$ cat src/tdc_consts.svh
// constants for the time-of-day counter: addresses, bit positions, timing
// assumes a 100 MHz system clock and 32-bit external words
`ifndef TDC_CONSTS_SVH
`define TDC_CONSTS_SVH
`define TDC_ADDR_HIGH      8'h36
`define TDC_ADDR_LOW       8'h3e
`define TDC_BIT_RUN        7
`define TDC_BIT_SWITCH     6
`define TDC_BIT_VALID      5
`define TDC_IDENT_HI       4
`define TDC_IDENT_LO       0
`define TDC_CNT_LOW_MSB    31
`define TDC_CNT_LOW_LSB    12
`define TDC_LOW_LSB_INC    20'h00001
`define TDC_CLK_MHZ        100
`define TDC_US_CYCLES      (`TDC_CLK_MHZ)
`define TDC_IT_NS          13252
`define TDC_IT_CYCLES      ((`TDC_IT_NS * `TDC_CLK_MHZ) / 1000)
`define TDC_WIN_LO         90
`define TDC_WIN_HI         135
`define TDC_WIN_PERIOD     200
`define TDC_CPU_ID         5'h0a
`define TDC_BYTE_REPL      8'h00
`define TDC_RD_LAT         1
`endif

$ cat src/tdc_pkg.sv
// types for the time-of-day counter; only the device end uses any of them
// assumes tdc_consts.svh is available
package tdc_pkg;
  typedef enum logic [4:0] {
    TDC_IDLE  = 5'b00001,
    TDC_STRB1 = 5'b00010,
    TDC_STRB2 = 5'b00100,
    TDC_STRB3 = 5'b01000,
    TDC_STRB4 = 5'b10000
  } tdc_upd_t;
  typedef enum logic [3:0] {
    TDC_H_IDLE = 4'b0001,
    TDC_H_WR   = 4'b0010,
    TDC_H_RD   = 4'b0100,
    TDC_H_DATA = 4'b1000
  } tdc_host_t;
endpackage : tdc_pkg

$ cat src/tdc_if.sv
// external word path between microcode processor and the counter
// assumes one shared clock; read data is valid one cycle after rd
`timescale 1ns/10ps
interface tdc_if;
  logic        wr;
  logic        rd;
  logic        byte_mode;
  logic [7:0]  addr;
  logic [31:0] wdata;
  logic [31:0] rdata;
  logic        wr_check_err;
  logic        cycle_window;
  logic        switch_enable;
  logic        power_on;
  modport dev  (input wr, rd, byte_mode, addr, wdata, cycle_window, switch_enable, power_on,
                output rdata, wr_check_err);
  modport host (output wr, rd, byte_mode, addr, wdata, cycle_window, power_on,
                input rdata, wr_check_err, switch_enable);
endinterface : tdc_if

$ cat src/tdc_dev.sv
// device end: counter, control latches, parity check, external words
// assumes switch and window inputs arrive from other logic on clock_i
`timescale 1ns/10ps
`include "tdc_consts.svh"
module tdc_dev (
  // clock and reset
  input  wire logic clock_i,
  input  wire logic nrst_i,
  // external word path
  tdc_if.dev        ext,
  // panel, machine check and interval timer
  output logic      invalid_lamp_o,
  output logic      mck_summary_o,
  output logic      mck_req_o,
  output logic      itmr_o
);
  logic [51:0]     cnt_ff;
  logic [31:0]     hold_hi_ff;
  logic [31:0]     hold_lo_ff;
  logic            run_ff;
  logic            set_ff;
  logic            err_ff;
  logic            runbit_ff;
  logic            ldh_ff;
  logic            ldl_ff;
  logic            check_ff;
  logic            mhz_pend_ff;
  logic [6:0]      pred_ff;
  logic            pon_ff;
  logic [31:0]     wval;
  logic            wr_ok;
  logic            mhz;
  logic            adv;
  tdc_pkg::tdc_upd_t upd_ff;

  tdc_osc u_osc (
    .clock_i (clock_i),
    .nrst_i  (nrst_i),
    .mhz_o   (mhz),
    .itmr_o  (itmr_o)
  );

  function automatic logic [6:0] byte_par(input logic [51:0] v);
    logic [6:0] p;
    p = 7'h00;
    for (int i = 0; i < 7; i++) begin
      p[i] = ^(v >> (8 * i) & 52'hff);
    end
    return p;
  endfunction : byte_par

  function automatic logic [51:0] incr(input logic [51:0] v);
    return v + 52'h1;
  endfunction : incr

  // a byte write fills every byte of the word
  assign wval  = ext.byte_mode ? {4{ext.wdata[7:0]}} : ext.wdata;
  // refused while running, or with secure switch outside power-on
  assign wr_ok = !runbit_ff && !run_ff && (ext.switch_enable || pon_ff);
  // advance only inside the cpu timing window
  assign adv   = mhz_pend_ff && ext.cycle_window && run_ff && (upd_ff == tdc_pkg::TDC_IDLE);

  always_ff @(posedge clock_i or negedge nrst_i) begin
    if (!nrst_i) begin
      mhz_pend_ff <= 1'b0;
    end else if (mhz) begin
      mhz_pend_ff <= 1'b1;
    end else if (adv) begin
      mhz_pend_ff <= 1'b0;
    end
  end

  // power-on routine window ends with its own start
  always_ff @(posedge clock_i or negedge nrst_i) begin
    if (!nrst_i) begin
      pon_ff <= 1'b1;
    end else if (run_ff) begin
      pon_ff <= 1'b0;
    end else if (ext.power_on) begin
      pon_ff <= 1'b1;
    end
  end

  // control latches and the set interlock
  always_ff @(posedge clock_i or negedge nrst_i) begin
    if (!nrst_i) begin
      runbit_ff <= 1'b0;
      run_ff    <= 1'b0;
      set_ff    <= 1'b0;
      ldh_ff    <= 1'b0;
      ldl_ff    <= 1'b0;
    end else begin
      if (ext.wr && ext.addr == `TDC_ADDR_LOW && (ext.switch_enable || pon_ff)
          && !wval[`TDC_BIT_RUN]) begin
        runbit_ff <= 1'b0;
        run_ff    <= 1'b0;
        set_ff    <= 1'b0;
        ldh_ff    <= 1'b0;
        ldl_ff    <= 1'b0;
      end else if (ext.wr && wr_ok && ext.addr == `TDC_ADDR_HIGH) begin
        ldh_ff <= 1'b1;
      end else if (ext.wr && wr_ok && ext.addr == `TDC_ADDR_LOW) begin
        ldl_ff <= 1'b1;
      end else if (ldh_ff && ldl_ff) begin
        runbit_ff <= 1'b1;
        run_ff    <= 1'b1;
        set_ff    <= !pon_ff;
        ldh_ff    <= 1'b0;
        ldl_ff    <= 1'b0;
      end
      if (check_ff) begin
        set_ff <= 1'b0;
      end
    end
  end

  // counter load and advance through the strobe chain
  always_ff @(posedge clock_i or negedge nrst_i) begin
    if (!nrst_i) begin
      cnt_ff   <= 52'h0;
      upd_ff   <= tdc_pkg::TDC_IDLE;
      pred_ff  <= 7'h00;
      check_ff <= 1'b0;
      err_ff   <= 1'b0;
    end else begin
      if (check_ff) begin
        check_ff <= 1'b0;
      end
      if (ext.wr && wr_ok && ext.addr == `TDC_ADDR_HIGH) begin
        cnt_ff[51:20] <= wval;
      end else if (ext.wr && wr_ok && ext.addr == `TDC_ADDR_LOW) begin
        cnt_ff[19:0] <= wval[`TDC_CNT_LOW_MSB:`TDC_CNT_LOW_LSB];
        err_ff       <= 1'b0;
      end
      case (upd_ff)
        tdc_pkg::TDC_IDLE: begin
          if (adv) begin
            upd_ff <= tdc_pkg::TDC_STRB1;
          end
        end
        tdc_pkg::TDC_STRB1: begin
          pred_ff <= byte_par(incr(cnt_ff));
          upd_ff  <= tdc_pkg::TDC_STRB2;
        end
        tdc_pkg::TDC_STRB2: begin
          // a clear that lands mid-update drops the step, so a load on this edge wins
          if (run_ff) begin
            cnt_ff <= incr(cnt_ff);
            upd_ff <= tdc_pkg::TDC_STRB3;
          end else begin
            upd_ff <= tdc_pkg::TDC_IDLE;
          end
        end
        tdc_pkg::TDC_STRB3: begin
          if (byte_par(cnt_ff) != pred_ff) begin
            check_ff <= 1'b1;
            err_ff   <= 1'b1;
          end
          upd_ff <= tdc_pkg::TDC_STRB4;
        end
        tdc_pkg::TDC_STRB4: begin
          upd_ff <= tdc_pkg::TDC_IDLE;
        end
        default: begin
          upd_ff <= tdc_pkg::TDC_IDLE;
        end
      endcase
    end
  end

  // holding latches: refreshed only when no read is in progress
  always_ff @(posedge clock_i or negedge nrst_i) begin
    if (!nrst_i) begin
      hold_hi_ff <= 32'h0;
      hold_lo_ff <= 32'h0;
    end else if (!ext.rd) begin
      hold_hi_ff <= cnt_ff[51:20];
      hold_lo_ff <= {cnt_ff[19:0], 4'h0, runbit_ff, ext.switch_enable,
                     runbit_ff && set_ff && !err_ff, `TDC_CPU_ID};
    end
  end

  // read path, one cycle after rd
  always_ff @(posedge clock_i or negedge nrst_i) begin
    if (!nrst_i) begin
      ext.rdata <= 32'h0;
    end else if (ext.rd && ext.addr == `TDC_ADDR_HIGH) begin
      ext.rdata <= hold_hi_ff;
    end else if (ext.rd && ext.addr == `TDC_ADDR_LOW) begin
      ext.rdata <= hold_lo_ff;
    end else if (ext.rd) begin
      ext.rdata <= 32'h0;
    end
  end

  // outputs: write-through check and panel indication
  always_ff @(posedge clock_i or negedge nrst_i) begin
    if (!nrst_i) begin
      ext.wr_check_err <= 1'b0;
      invalid_lamp_o   <= 1'b1;
      mck_summary_o    <= 1'b0;
      mck_req_o        <= 1'b0;
    end else begin
      // a write refused while running is expected, not an error
      ext.wr_check_err <= ext.wr && !wr_ok && !runbit_ff && !run_ff;
      invalid_lamp_o   <= !(runbit_ff && set_ff && !err_ff);
      mck_req_o        <= check_ff;
      if (check_ff) begin
        mck_summary_o <= 1'b1;
      end
    end
  end
endmodule : tdc_dev

$ cat src/tdc_osc.sv
// oscillator divider: 1 MHz and interval-timer enable pulses
// assumes the 100 MHz system clock
`timescale 1ns/10ps
`include "tdc_consts.svh"
module tdc_osc (
  // clock and reset
  input  wire logic clock_i,
  input  wire logic nrst_i,
  // enables
  output logic      mhz_o,
  output logic      itmr_o
);
  logic [7:0]  us_ff;
  logic [15:0] it_ff;
  always_ff @(posedge clock_i or negedge nrst_i) begin
    if (!nrst_i) begin
      us_ff <= 8'h00;
      mhz_o <= 1'b0;
    end else begin
      mhz_o <= (us_ff == 8'(`TDC_US_CYCLES - 1));
      us_ff <= (us_ff == 8'(`TDC_US_CYCLES - 1)) ? 8'h00 : us_ff + 8'h01;
    end
  end
  // about 75.46 kHz, rounded down to whole cycles
  always_ff @(posedge clock_i or negedge nrst_i) begin
    if (!nrst_i) begin
      it_ff  <= 16'h0000;
      itmr_o <= 1'b0;
    end else begin
      itmr_o <= (it_ff == 16'(`TDC_IT_CYCLES - 1));
      it_ff  <= (it_ff == 16'(`TDC_IT_CYCLES - 1)) ? 16'h0000 : it_ff + 16'h0001;
    end
  end
endmodule : tdc_osc

$ cat src/flat_wrapper.sv
// flat-port wrapper written by rule: the top's interface ports become plain ports
module tdc_dev_flat 
  (clock_i, nrst_i, invalid_lamp_o, mck_summary_o, mck_req_o, itmr_o, ext_wr, ext_rd, ext_byte_mode, ext_addr, ext_wdata, ext_cycle_window, ext_switch_enable, ext_power_on, ext_rdata, ext_wr_check_err);
  tdc_if ext_i ();
  input  wire logic clock_i;
  input  wire logic nrst_i;
  output logic invalid_lamp_o;
  output logic mck_summary_o;
  output logic mck_req_o;
  output logic itmr_o;
  input wire logic [$bits(ext_i.wr)-1:0] ext_wr;
  input wire logic [$bits(ext_i.rd)-1:0] ext_rd;
  input wire logic [$bits(ext_i.byte_mode)-1:0] ext_byte_mode;
  input wire logic [$bits(ext_i.addr)-1:0] ext_addr;
  input wire logic [$bits(ext_i.wdata)-1:0] ext_wdata;
  input wire logic [$bits(ext_i.cycle_window)-1:0] ext_cycle_window;
  input wire logic [$bits(ext_i.switch_enable)-1:0] ext_switch_enable;
  input wire logic [$bits(ext_i.power_on)-1:0] ext_power_on;
  output wire logic [$bits(ext_i.rdata)-1:0] ext_rdata;
  output wire logic [$bits(ext_i.wr_check_err)-1:0] ext_wr_check_err;
  assign ext_i.wr = ext_wr;
  assign ext_i.rd = ext_rd;
  assign ext_i.byte_mode = ext_byte_mode;
  assign ext_i.addr = ext_addr;
  assign ext_i.wdata = ext_wdata;
  assign ext_i.cycle_window = ext_cycle_window;
  assign ext_i.switch_enable = ext_switch_enable;
  assign ext_i.power_on = ext_power_on;
  assign ext_rdata = ext_i.rdata;
  assign ext_wr_check_err = ext_i.wr_check_err;
  tdc_dev u_core (.clock_i(clock_i), .nrst_i(nrst_i), .ext(ext_i), .invalid_lamp_o(invalid_lamp_o), .mck_summary_o(mck_summary_o), .mck_req_o(mck_req_o), .itmr_o(itmr_o));
endmodule
$ cat config.mk
export PLATFORM = sky130hd
export DESIGN_NAME = tdc_dev_flat
export DESIGN_NICKNAME = d
export VERILOG_FILES = /design/src/tdc_pkg.sv /design/src/tdc_if.sv /design/src/tdc_dev.sv /design/src/tdc_osc.sv /design/src/flat_wrapper.sv
export VERILOG_INCLUDE_DIRS = /design/src
export SDC_FILE = /design/constraint.sdc
export NUM_CORES = 1
export LEC_CHECK = 0
export BUFFER_PORTS_ARGS = -buffer_cell sky130_fd_sc_hd__buf_2
export CAP_MARGIN = 25
export CORE_ASPECT_RATIO = 0.8
export CORE_MARGIN = 5
export CORE_UTILIZATION = 51
export CTS_CLUSTER_SIZE = 40
export DETAILED_ROUTE_END_ITERATION = 6
export GPL_TIMING_DRIVEN = 0
export PLACE_DENSITY = 0.71
export SYNTH_ARGS = -nofsm -noshare
export SYNTH_HDL_FRONTEND = slang
export SYNTH_HIERARCHICAL = 1
export SYNTH_SLANG_ARGS = --single-unit
$ cat constraint.sdc
create_clock -name clock_i -period 2.4 [get_ports clock_i]
set_clock_uncertainty 0.1 [all_clocks]
set_input_delay 0.36 -clock clock_i [delete_from_list [all_inputs] [get_ports clock_i]]
set_output_delay 0.36 -clock clock_i [all_outputs]
set_load 0.02 [all_outputs]
==> results of run 1 <==
-- final timing paths --
| check | from | endpoint | cells past startpoint | slack [ns] |
|---|---|---|---|---|
| min in group asynchronous | nrst_i | u_core/pred_ff[1] | 2 | 0.47 |
| hold / removal | ext_switch_enable | u_core/ext.wr_check_err | 2 | 0.04 |
| setup / recovery | u_core/cnt_ff[25] | u_core/pred_ff[4] | 9 | -0.15 |
| hold reg to reg | u_core/check_ff | u_core/mck_req_o | 0 | 0.32 |
| setup reg to reg | u_core/cnt_ff[25] | u_core/pred_ff[4] | 9 | -0.15 |
| max in group asynchronous | nrst_i | u_core/cnt_ff[25] | 3 | 0.80 |
-- through the flow --
step,total power [uW],util (%),TNS (ns),instance area [um^2],hold slack (ns)
finish,7900,63.7,-0.807,12700,0.0356
global route,8180,63.7,-1.57,12600,0.0454
floorplan,4470,-,-0.0997,10300,-0.0356
global placement,4860,55.8,-471.65,11100,0.319
CTS,7800,61.5,-0.254,12200,0.0263
detailed placement,4900,56.0,-31.20,11100,0.316
-- cell usage after synthesis (6+ instances only) --
library cell    n  area (um^2)
inv_1          73          274
o22ai_1        37          231
nor2_1         68          255
and4_1          8         70.1
nand3_1        37          185
a211oi_1       14          105
o21ai_0        67          335
nor3_1         13         65.1
nand2_1       105          394
dfrtp_1       187         4680
a311oi_1        9         78.8
xor2_1         15          131
mux2_2         68          766
xnor2_1        87          762
clkbuf_1       37          139
a21oi_1        57          285
nand2b_1        8         50.1
nand4_1        16          100
and3_1         12         75.1
a221oi_1        6         52.6
nor4_1         10         62.6
ha_1           28          350
mux2i_1        15          150
buf_1          10         37.5
-- kinds of logic (layout without fill, tap and decap cells) --
group	count (synthesis)	count (layout)
buffers and inverters	125	301
XOR/XNOR	102	102
flip-flops	190	190
multiplexers	83	83
adder cells (fa/ha/maj)	28	28
AND/OR/NAND/NOR	320	320
AO/OA/AOI/OAI	216	216
other	0	1
-- final cells by class --
class / count / share of cell area (%)
multi-input combinational: 749 / 43.2
sequential: 190 / 38.0
timing repair buffer: 148 / 7.51
clock buffer: 18 / 3.39
tap: 264 / 2.61
inverter: 74 / 2.20
buffer: 47 / 1.96
clock inverter: 14 / 1.19
antenna: 1 / 0.0198
-- per-layer routing --
layer / vias up / GRT usage [%] / wire (um)
li1: 4071 / - / -
met1: 4409 / 40.0 / 13600
met2: 589 / 41.3 / 14000
met3: 104 / 9.72 / 4450
met4: 2 / 9.30 / 1010
met5: - / 0 / 13
-- timing repair --
action	in CTS	in global routing
gates resized for setup	73	71
setup buffers	40	24
gates cloned	0	0
hold buffers	1	0
endpoints found under the hold margin	101	0
setup endpoints to repair	57	45
pin swaps	11	17
-- layout by cell type, fill, tap and decap left out, drive strengths merged, types with 37 or more instances in the layout --
master / count
nor2: 69
dfrtp: 187
o21ai: 70
nand2: 105
clkbuf: 51
mux2: 68
buf: 161
o22ai: 37
nand3: 37
a21oi: 57
xnor2: 87
inv: 79
-- worst register-to-register path, stage by stage (launching register included) --
cell	delay, ns
dfrtp_2	0.44
buf_4	0.15
ha_4	0.14
and4_4	0.24
nand3_4	0.15
a2111oi_4	0.40
xor2_1	0.29
xnor2_2	0.12
or3_1	0.38
nand3_1	0.09
-- sequential cells by signal (all words and copies together) (netlist names), 5 cells and up --
name and count:
u_core/cnt_ff 52, u_core/ext.rdata 32, u_core/hold_hi_ff 32, u_core/hold_lo_ff 24, u_core/pred_ff 7, u_core/u_osc/it_ff 16, u_core/u_osc/us_ff 8, u_core/upd_ff 5
-- power by group --
part | leakage, uW | total (uW) | internal [uW] | switching [uW]
Sequential | 0.00247 | 3610 | 3400 | 211
Clock | 0.000283 | 2830 | 1470 | 1360
Combinational | 0.00276 | 1460 | 693 | 769
Total | 0.00551 | 7900 | 5560 | 2340
==> results.ini, run 1 <==
[clocking]
clock_latency_ns = 0.44
cts.clk_slew.worst_paths_ns = 0.07
cts_root_buffer = clkbuf_16
htree_levels = 4
numClockSinks = 190
clk_path_buf_depth = 2
cts-buffers-inserted = 17
tritoncts = built

[outcome]
status = finished, violations left
violations = design-rule violations, negative setup slack

[worst_setup_path]
critPathKind = flip-flop to flip-flop
crit_fanout = 6
cp_data_required_time_ns = 2.67
cp_slowest_cell = dfrtp_2
max_stage_delay_ns = 0.44
cp_cell_sequence = buf_4 -> ha_4 -> and4_4 -> nand3_4 -> a2111oi_4 -> xor2_1 -> xnor2_2 -> or3_1 -> nand3_1
crit_buf_inv = 1
start_kind = flip-flop
arrival_ns = 2.82
endpoint_kind = flip-flop
crit_family = simple AND/OR/NAND/NOR gates

[logic_synthesis]
ys_seq_area_share_pct = 46.1
synth.net_count = 1140
synth-edff-count = 0
synth_cell_types = 62
synth_seq_cells = 190
ys.flop_type = dfrtp_1
synth_top_family_by_area = simple AND/OR/NAND/NOR gates
syn_avg_cell_area_um2 = 9.70
synth_adder_area_share_pct = 3.39
muxShareOfSynthArea_pct = 8.87
synthesis.area_mm2 = 0.0103
async_flop_share_pct = 100
synth_xor_area_share_pct = 8.65
ys_warn_count = 6
yosys.area_share.simple_pct = 15.8
synth-compound-area-share_pct = 12.5
synthCells = 1064

[global_routing]
track_usage_pct = 28.4
grt_max_degree = 103
antenna_found_initial = 1
grt_pass1_wl_um = 50300
overflow = 0
grt_pass1_vias = 8780

[timing]
drv_slew = 0
hold_viol = 0
finalCritPeriodShare_pct = 106
worstMarginPinSlew_ns = 0.848
finalSetupViolCount = 12
max_freq_mhz = 392
worst_slack_ns = -0.148
relSlewSlack_pct = 43.5
grt_setup_unrepaired = yes
period_minus_slack_ns = 2.55

[worst_hold_path]
hp-class = input pin to flip-flop

[route]
ant_nets = 0
wl_per_cell_um = 22.0
first_pass_iters = 7
via_per_inst = 6.10
drt-initial-drc-count = 1303
via_count = 9175
drc = 1
routed_wl_um = 33100

[die]
core_mm2 = 0.0199
die_x_um = 169
num_rows = 46
io_pins = 85
start_util_pct = 52.0
die_area_mm2 = 0.0232
die_y_um = 137

[cells_and_area]
syn_to_final_growth_pct = 22.6
multi_input_area_mm2 = 0.00546
drive_above_1_share_pct = 29.5
regArea_mm2 = 0.00480
fillers = 1594
final_nets = 1303
fin_cells = 1505

[power]
p_leak_uw = 0.00551
irDropWorstVdd_v = 0.000416
p_per_area_mw_per_mm2 = 625

[placement]
preCtsSetupSlack_ns = -0.824
io_buffers = 82
dp.cells = 1412
gp_congestion = 0.980
dpl.hpwl_um = 22800

[job]
max_cap_viol_count = 0

(Power assumes the default switching activity.)
==> run 2, diff against run 1 <==
--- a/config.mk
+++ b/config.mk
@@ -17,5 +17,4 @@
 export PLACE_DENSITY = 0.71
 export SYNTH_ARGS = -nofsm -noshare
 export SYNTH_HDL_FRONTEND = slang
-export SYNTH_HIERARCHICAL = 1
 export SYNTH_SLANG_ARGS = --single-unit
==> run 2 against run 1 <==
Net effect:
- the flow finishes with violations (negative setup slack)
- clock power rose by 5%
- wire length fell by 3.6%
- die area is 0.45% higher
- utilization shrank 0.59 points
- critical path depth decreased by 3
==> results.ini, run 2 <==
[die]
die_area_mm2 = 0.0233
core_mm2 = 0.0199
die_x_um = 169
die_y_um = 138
num_rows = 46
io_pins = 85
start_util_pct = 52.1

[cells_and_area]
syn_to_final_growth_pct = 21.2
largest-register = u_core.cnt_ff
drive_above_1_share_pct = 26.1
final_common_cell = dfrtp_1
final_nets = 1299
largest_reg_flops = 52
layout_common_cells = dfrtp_1 (166), nand2_1 (112), buf_2 (85)
utilization_pct = 63.1
reg_top3 = u_core.cnt_ff (52), u_core.ext.rdata (32), u_core.hold_hi_ff (32)

[route]
drc = 0
routed_wl_um = 31900
via_count = 9108
wl_per_cell_um = 21.2
via_per_inst = 6.07
drt-initial-drc-count = 1130
ant_nets = 0
first_pass_iters = 6

[power]
power.share.sequential_pct = 45.8
netSwitchingFraction_pct = 29.5
pwr-share-comb_pct = 16.4
clkPwrFrac_pct = 37.9
irDropWorstVdd_v = 0.000443
p_leak_uw = 0.00560
p_per_area_mw_per_mm2 = 621
power.internal_uw = 5500
power.total_uw = 7810
p_sw_uw = 2310

[logic_synthesis]
synthesis.area_mm2 = 0.0104
synth-edff-count = 0
synth_cell_types = 60
synthTopCellsByArea = dfrtp_1 (45%), mux2_2 (7.4%), xnor2_1 (6.8%), nand2_1 (4.1%), ha_1 (3.4%)
yosys.area.top_type = dfrtp_1
synthTopCellsByCount = dfrtp_1 (187), nand2_1 (114), xnor2_1 (80), inv_1 (77), nor2_1 (77)
synth_seq_cells = 190
ys_seq_area_share_pct = 45.9
syn_avg_cell_area_um2 = 9.52
ys_warn_count = 0
synthCells = 1089
async_flop_share_pct = 100
synth_top_area_share_pct = 45.1
ys.flop_type = dfrtp_1
synth.net_count = 1165
synth_most_common_cell = dfrtp_1

[clocking]
cts-buffers-inserted = 17
clock_latency_ns = 0.45
htree_levels = 4
cts_root_buffer = clkbuf_16
numClockSinks = 190
clk_path_buf_depth = 2
cts.clk_slew.worst_paths_ns = 0.08
tritoncts = built

[timing]
drv_slew = 0
hold_viol = 0
finalSetupViolCount = 7
relSlewSlack_pct = 33.3
max_freq_mhz = 402
period_minus_slack_ns = 2.49
worstMarginPinSlew_ns = 0.993
finalCritPeriodShare_pct = 104
grt_setup_unrepaired = yes
worst_slack_ns = -0.0899

[global_routing]
grt_max_degree = 122
overflow = 0
antenna_found_initial = 1
grt_pass1_vias = 8624
grt_pass1_wl_um = 48700
track_usage_pct = 27.3

[worst_hold_path]
hp-class = input pin to flip-flop
hold-path-endpoint = u_core.pon_ff
min_delay_path_depth = 3
min_from = ext_power_on

[worst_setup_path]
start_kind = flip-flop
r2r_cells = 6
arrival_ns = 2.70
crit_family = simple AND/OR/NAND/NOR gates
cp_slowest_cell = or4b_4
max_stage_delay_ns = 0.53
rrSetupSlack_ns = -0.09
critPathKind = flip-flop to flip-flop
rr_endpoint = u_core.cnt_ff[33]
cp_data_required_time_ns = 2.61
crit_fanout = 7
crit_buf_inv = 1
reg2reg_from = u_core.run_ff
endpoint_kind = flip-flop
cp_cell_sequence = or3b_4 -> or4b_4 -> buf_12 -> nor2_1 -> and4_1 -> a211oi_1

[outcome]
status = finished, violations left
violations = negative setup slack

[job]
max_cap_viol_count = 0

[placement]
dpl.hpwl_um = 22500
gp_congestion = 0.978
io_buffers = 83

[run 2: changes by cell type after synthesis, moves of 8 or more]
cell	before	now
mux2i_1	15	6
nor2_1	68	77
a311oi_1	9	18
nand2_1	105	114
buf_2	1	13
nand4_1	16	24
[run 2: metrics by stage]
step | TNS [ns] | instance area [um^2] | setup slack (ns) | std cells | hold slack, ns
finish | -0.290 | 12600 | -0.0899 | 1501 | 0.0365
global route | -1.26 | 12600 | -0.162 | 1500 | 0.0323
global placement | -457.53 | 11100 | -2.31 | 1436 | 0.290
CTS | -0.0265 | 12100 | -0.0106 | 1486 | 0.0279
floorplan | 0 | 10400 | 0.0394 | 1089 | -0.0356
detailed placement | -19.26 | 11200 | -0.774 | 1438 | 0.253
[run 2: how the worst max path moves through the flow]
stage	end	startpoint	slack [ns]	cells past startpoint
final	u_core.cnt_ff[33]	u_core.run_ff	-0.09	6
after global routing	u_core.cnt_ff[21]	u_core.run_ff	-0.16	8
after CTS	u_core.cnt_ff[50]	u_core.cnt_ff[13]	-0.01	9
after detailed placement	u_core.cnt_ff[38]	u_core.cnt_ff[8]	-0.77	7
after global placement	u_core.pred_ff[1]	nrst_i	-2.31	1
after floorplan	u_core.pred_ff[5]	u_core.cnt_ff[0]	0.04	7
[run 2: area by class of cell]
class / count / area [um^2]
repair buffers: 117 / 748
clock buffers: 18 / 439
well taps: 264 / 330
diodes: 1 / 2.50
inverters: 78 / 305
multi-input cells: 765 / 5430
flip-flops and latches: 190 / 4780
clock inverters: 14 / 173
fillers: 1684 / 7340
plain buffers: 54 / 363
[run 2: per-layer routing]
layer  global-route usage, %  wire length [um]
met1                    39.2             13600
met2                    39.8             13600
met3                    7.20              3540
met4                    10.1              1210
met5                       0                 0
[run 2: logic make-up (layout without fill, tap and decap cells)]
family / count (synthesis) / after routing / synth area share (%)
buffers and inverters: 134 / 281 / 5.20
other: 0 / 1 / 0
AOI/OAI and AO/OA: 218 / 218 / 12.8
and+or+nand+nor: 342 / 342 / 16.0
adders and majority gates: 28 / 28 / 3.38
xor gates and xnor gates: 103 / 103 / 8.83
DFF: 190 / 190 / 45.9
muxes: 74 / 74 / 7.96
[run 2: tightest hold or removal path, delay by kind of cell]
family / cells / cell delay (ns)
and+or+nand+nor: 2 / 0.12
buffers and inverters: 1 / 0.09
[run 2: repair_timing]
item / in CTS / in global routing
setup endpoints to repair: 64 / 60
pin swaps: 11 / 15
gates cloned: 0 / 2
gates resized for setup: 66 / 79
setup buffers: 15 / 13
hold endpoints to repair: 70 / 0
hold buffers: 2 / 0
[run 2: power by group through the flow]
stage	combinational, uW	sequential [uW]	clock (uW)
2_1_floorplan	870	3540	0
3_3_place_gp	1180	3600	0
3_5_place_dp	1210	3610	0
4_1_cts	1230	3560	2990
5_1_grt	1390	3590	3140
6_report	1280	3570	2960
==> run 3, diff against run 2 <==
--- a/config.mk
+++ b/config.mk
@@ -6,6 +6,7 @@
 export SDC_FILE = /design/constraint.sdc
 export NUM_CORES = 1
 export LEC_CHECK = 0
+export ABC_AREA = 1
 export BUFFER_PORTS_ARGS = -buffer_cell sky130_fd_sc_hd__buf_2
 export CAP_MARGIN = 25
 export CORE_ASPECT_RATIO = 0.8
@@ -15,6 +16,7 @@
 export DETAILED_ROUTE_END_ITERATION = 6
 export GPL_TIMING_DRIVEN = 0
 export PLACE_DENSITY = 0.71
+export SETUP_SLACK_MARGIN = 0.5
 export SYNTH_ARGS = -nofsm -noshare
 export SYNTH_HDL_FRONTEND = slang
 export SYNTH_SLANG_ARGS = --single-unit
==> run 3 against run 2 <==
Net effect:
- the flow finishes with violations (design-rule violations)
- utilization rose by 7.3 points
- die area rose by 8.4%
- synthesized cell count up 44%
- combinational power increased to 7.3 times the previous value
- critical path type unchanged
- largest power group is now combinational logic
- highest routed layer unchanged
==> results.ini, run 3 <==
[logic_synthesis]
synth_seq_cells = 190
yosys.area.top_type = dfrtp_1
synthesis.area_mm2 = 0.0113
synth-edff-count = 0
synth_top_area_share_pct = 41.4
async_flop_share_pct = 100
syn_avg_cell_area_um2 = 7.19
ys_seq_area_share_pct = 42.1
synthCells = 1572
synth_most_common_cell = nand2_1
ys_warn_count = 0
synth.net_count = 1648
synth_cell_types = 42
ys.flop_type = dfrtp_1
synthTopCellsByCount = nand2_1 (563), dfrtp_1 (187), inv_1 (169), o21ai_0 (155), nand3_1 (111)
synthTopCellsByArea = dfrtp_1 (41%), nand2_1 (19%), o21ai_0 (6.9%), inv_1 (5.6%), nand3_1 (4.9%)

[timing]
relSlewSlack_pct = 39.6
drv_slew = 0
worstMarginPinSlew_ns = 0.898
max_freq_mhz = 437
grt_setup_unrepaired = yes
period_minus_slack_ns = 2.29
fin_setup_tns_ns = 0
finalSetupViolCount = 0
worst_slack_ns = 0.110
hold_viol = 0
finalCritPeriodShare_pct = 95.4
hold_slack_ns = 0.0349

[cells_and_area]
reg_top3 = u_core.cnt_ff (52), u_core.ext.rdata (32), u_core.hold_hi_ff (32)
syn_to_final_growth_pct = 35.0
largest-register = u_core.cnt_ff
largest_reg_flops = 52
diodes = 0
final_nets = 1874
final_common_cell = nand2_1
fillers = 1694
fin_cells = 2111
layout_common_cells = nand2_1 (491), inv_1 (152), dfrtp_1 (150)
drive_above_1_share_pct = 31.3

[placement]
dp.cells = 1955
dpl.hpwl_um = 30600
preCtsSetupSlack_ns = -0.291
gp_congestion = 1.16
io_buffers = 82

[worst_setup_path]
crit_fanout = 5
arrival_ns = 2.53
start_kind = flip-flop
crit_family = simple AND/OR/NAND/NOR gates
max_stage_delay_ns = 0.45
critPathKind = flip-flop to flip-flop
cpMostUsedCell = nand2_2
cp_cell_sequence = buf_6 -> nand2_4 -> nor2_4 -> buf_6 -> inv_2 -> nor2_4 -> buf_6 -> xor2_4 -> or2_4 -> nand2_2 -> nand2_2 -> nand2_2 -> nand2_2 -> nand3_1 -> nand2_1
crit_buf_inv = 4
cp_data_required_time_ns = 2.64
endpoint_kind = flip-flop
cp_slowest_cell = dfrtp_2

[clocking]
clk_path_buf_depth = 2
cts_root_buffer = clkbuf_16
clock_latency_ns = 0.45
tritoncts = built
cts.clk_slew.worst_paths_ns = 0.07
htree_levels = 4
cts-buffers-inserted = 17
numClockSinks = 190

[die]
num_rows = 48
die_x_um = 176
io_pins = 85
die_y_um = 143
core_mm2 = 0.0217
die_area_mm2 = 0.0253
start_util_pct = 52.2

[route]
first_pass_iters = 7
wl_met2_um = 18800
top_layer = met4
drc = 4
ant_nets = 0
wl_met3_um = 5710
via_count = 12312
via_per_inst = 5.83
wl_per_cell_um = 20.8
drt-initial-drc-count = 1855
drt-met1-wl_um = 17300
routed_wl_um = 44000

[power]
netSwitchingFraction_pct = 44.9
p_per_area_mw_per_mm2 = 1140
irDropWorstVdd_v = 0.000628
pwr-share-comb_pct = 53.6
power.share.sequential_pct = 28.6
power.internal_uw = 9560
clkPwrFrac_pct = 17.8
p_leak_uw = 0.00735
p_sw_uw = 7800

[global_routing]
grt_pass1_vias = 11001
track_usage_pct = 32.5
overflow = 0
grt_max_degree = 113
antenna_found_initial = 0
grt_pass1_wl_um = 61800

[job]
max_cap_viol_count = 0

[outcome]
status = finished, violations left
violations = design-rule violations

[worst_hold_path]
hp-class = input pin to flip-flop

[run 3: cell count changes in the layout (fill, tap and decap cells not counted), moves of 58 or more]
| cell | previous run | this run |
|---|---|---|
| buf_4 | 30 | 89 |
| inv_1 | 77 | 152 |
| mux2_2 | 68 | 0 |
| nand2_1 | 112 | 491 |
| nand2_2 | 0 | 64 |
| nand3_1 | 32 | 90 |
| o21ai_0 | 60 | 138 |
[run 3: cell type report]
class	instances	area, um^2	share of cell area [%]
clock inverters	11	154	1.01
multi-input cells	1160	6880	45.0
repair buffers	207	1570	10.3
flip-flops and latches	190	4800	31.5
plain buffers	46	330	2.16
clock buffers	21	480	3.15
inverters	176	674	4.42
well taps	300	375	2.46
[run 3: cell families (layout without fill, tap and decap cells)]
kind of cell	count (synthesis)	count (layout)	synth area share, %
fa+ha+maj	28	28	3.10
xor+xnor	62	62	4.87
buf+inv	222	461	7.56
flops	190	190	42.1
simple gates	850	850	31.8
mux	1	1	0.0885
compound gates	219	219	10.5
[run 3: metal layers]
layer  track usage [%]  vias up
met5                 0        -
met4              13.4        0
met3              10.9      138
met2              47.1      812
met1              44.8     5869
li1                  -     5493
[run 3: what timing repair did]
item	CTS	global route
hold endpoints to repair	75	0
cloned	0	1
resized for setup	159	267
setup buffers	55	67
pin swaps	45	79
setup endpoints to repair	74	74
hold buffers	1	0
[run 3: worst register-to-register path: stages, from the launching register on]
cell     delay (ns)
dfrtp_2        0.45
buf_6          0.13
nand2_4        0.07
nor2_4         0.17
buf_6          0.13
inv_2          0.04
nor2_4         0.20
buf_6          0.16
xor2_4         0.07
or2_4          0.27
nand2_2        0.07
nand2_2        0.05
nand2_2        0.09
nand2_2        0.05
nand3_1        0.07
nand2_1        0.06
[run 3: power groups by stage]
stage | combinational, uW | sequential (uW) | clock [uW]
4_1_cts | 7280 | 4760 | 3100
6_report | 9310 | 4960 | 3090
3_5_place_dp | 6480 | 4810 | 0
3_3_place_gp | 6290 | 4790 | 0
5_1_grt | 9920 | 5010 | 3240
2_1_floorplan | 4910 | 4530 | 0
[run 3: worst paths after layout]
kind | depth (start not counted) | endpoint | from | slack (ns)
max in group asynchronous | 3 | u_core.cnt_ff[24] | nrst_i | 0.80
min in group asynchronous | 2 | u_core.ext.rdata[6] | nrst_i | 0.38
setup / recovery | 15 | u_core.pred_ff[1] | u_core.cnt_ff[10] | 0.11
setup reg to reg | 15 | u_core.pred_ff[1] | u_core.cnt_ff[10] | 0.11
hold reg to reg | 0 | u_core.mck_req_o | u_core.check_ff | 0.32
hold / removal | 3 | u_core.pon_ff | ext_power_on | 0.03
[run 3: through the flow]
stage | util [%] | power [uW] | area (um^2)
final | 70.4 | 17400 | 15300
after global routing | 70.4 | 18200 | 15300
after CTS | 63.6 | 15100 | 13800
after detailed placement | 56.4 | 11300 | 12200
after global placement | 56.2 | 11100 | 12200
after floorplan | - | 9440 | 11400
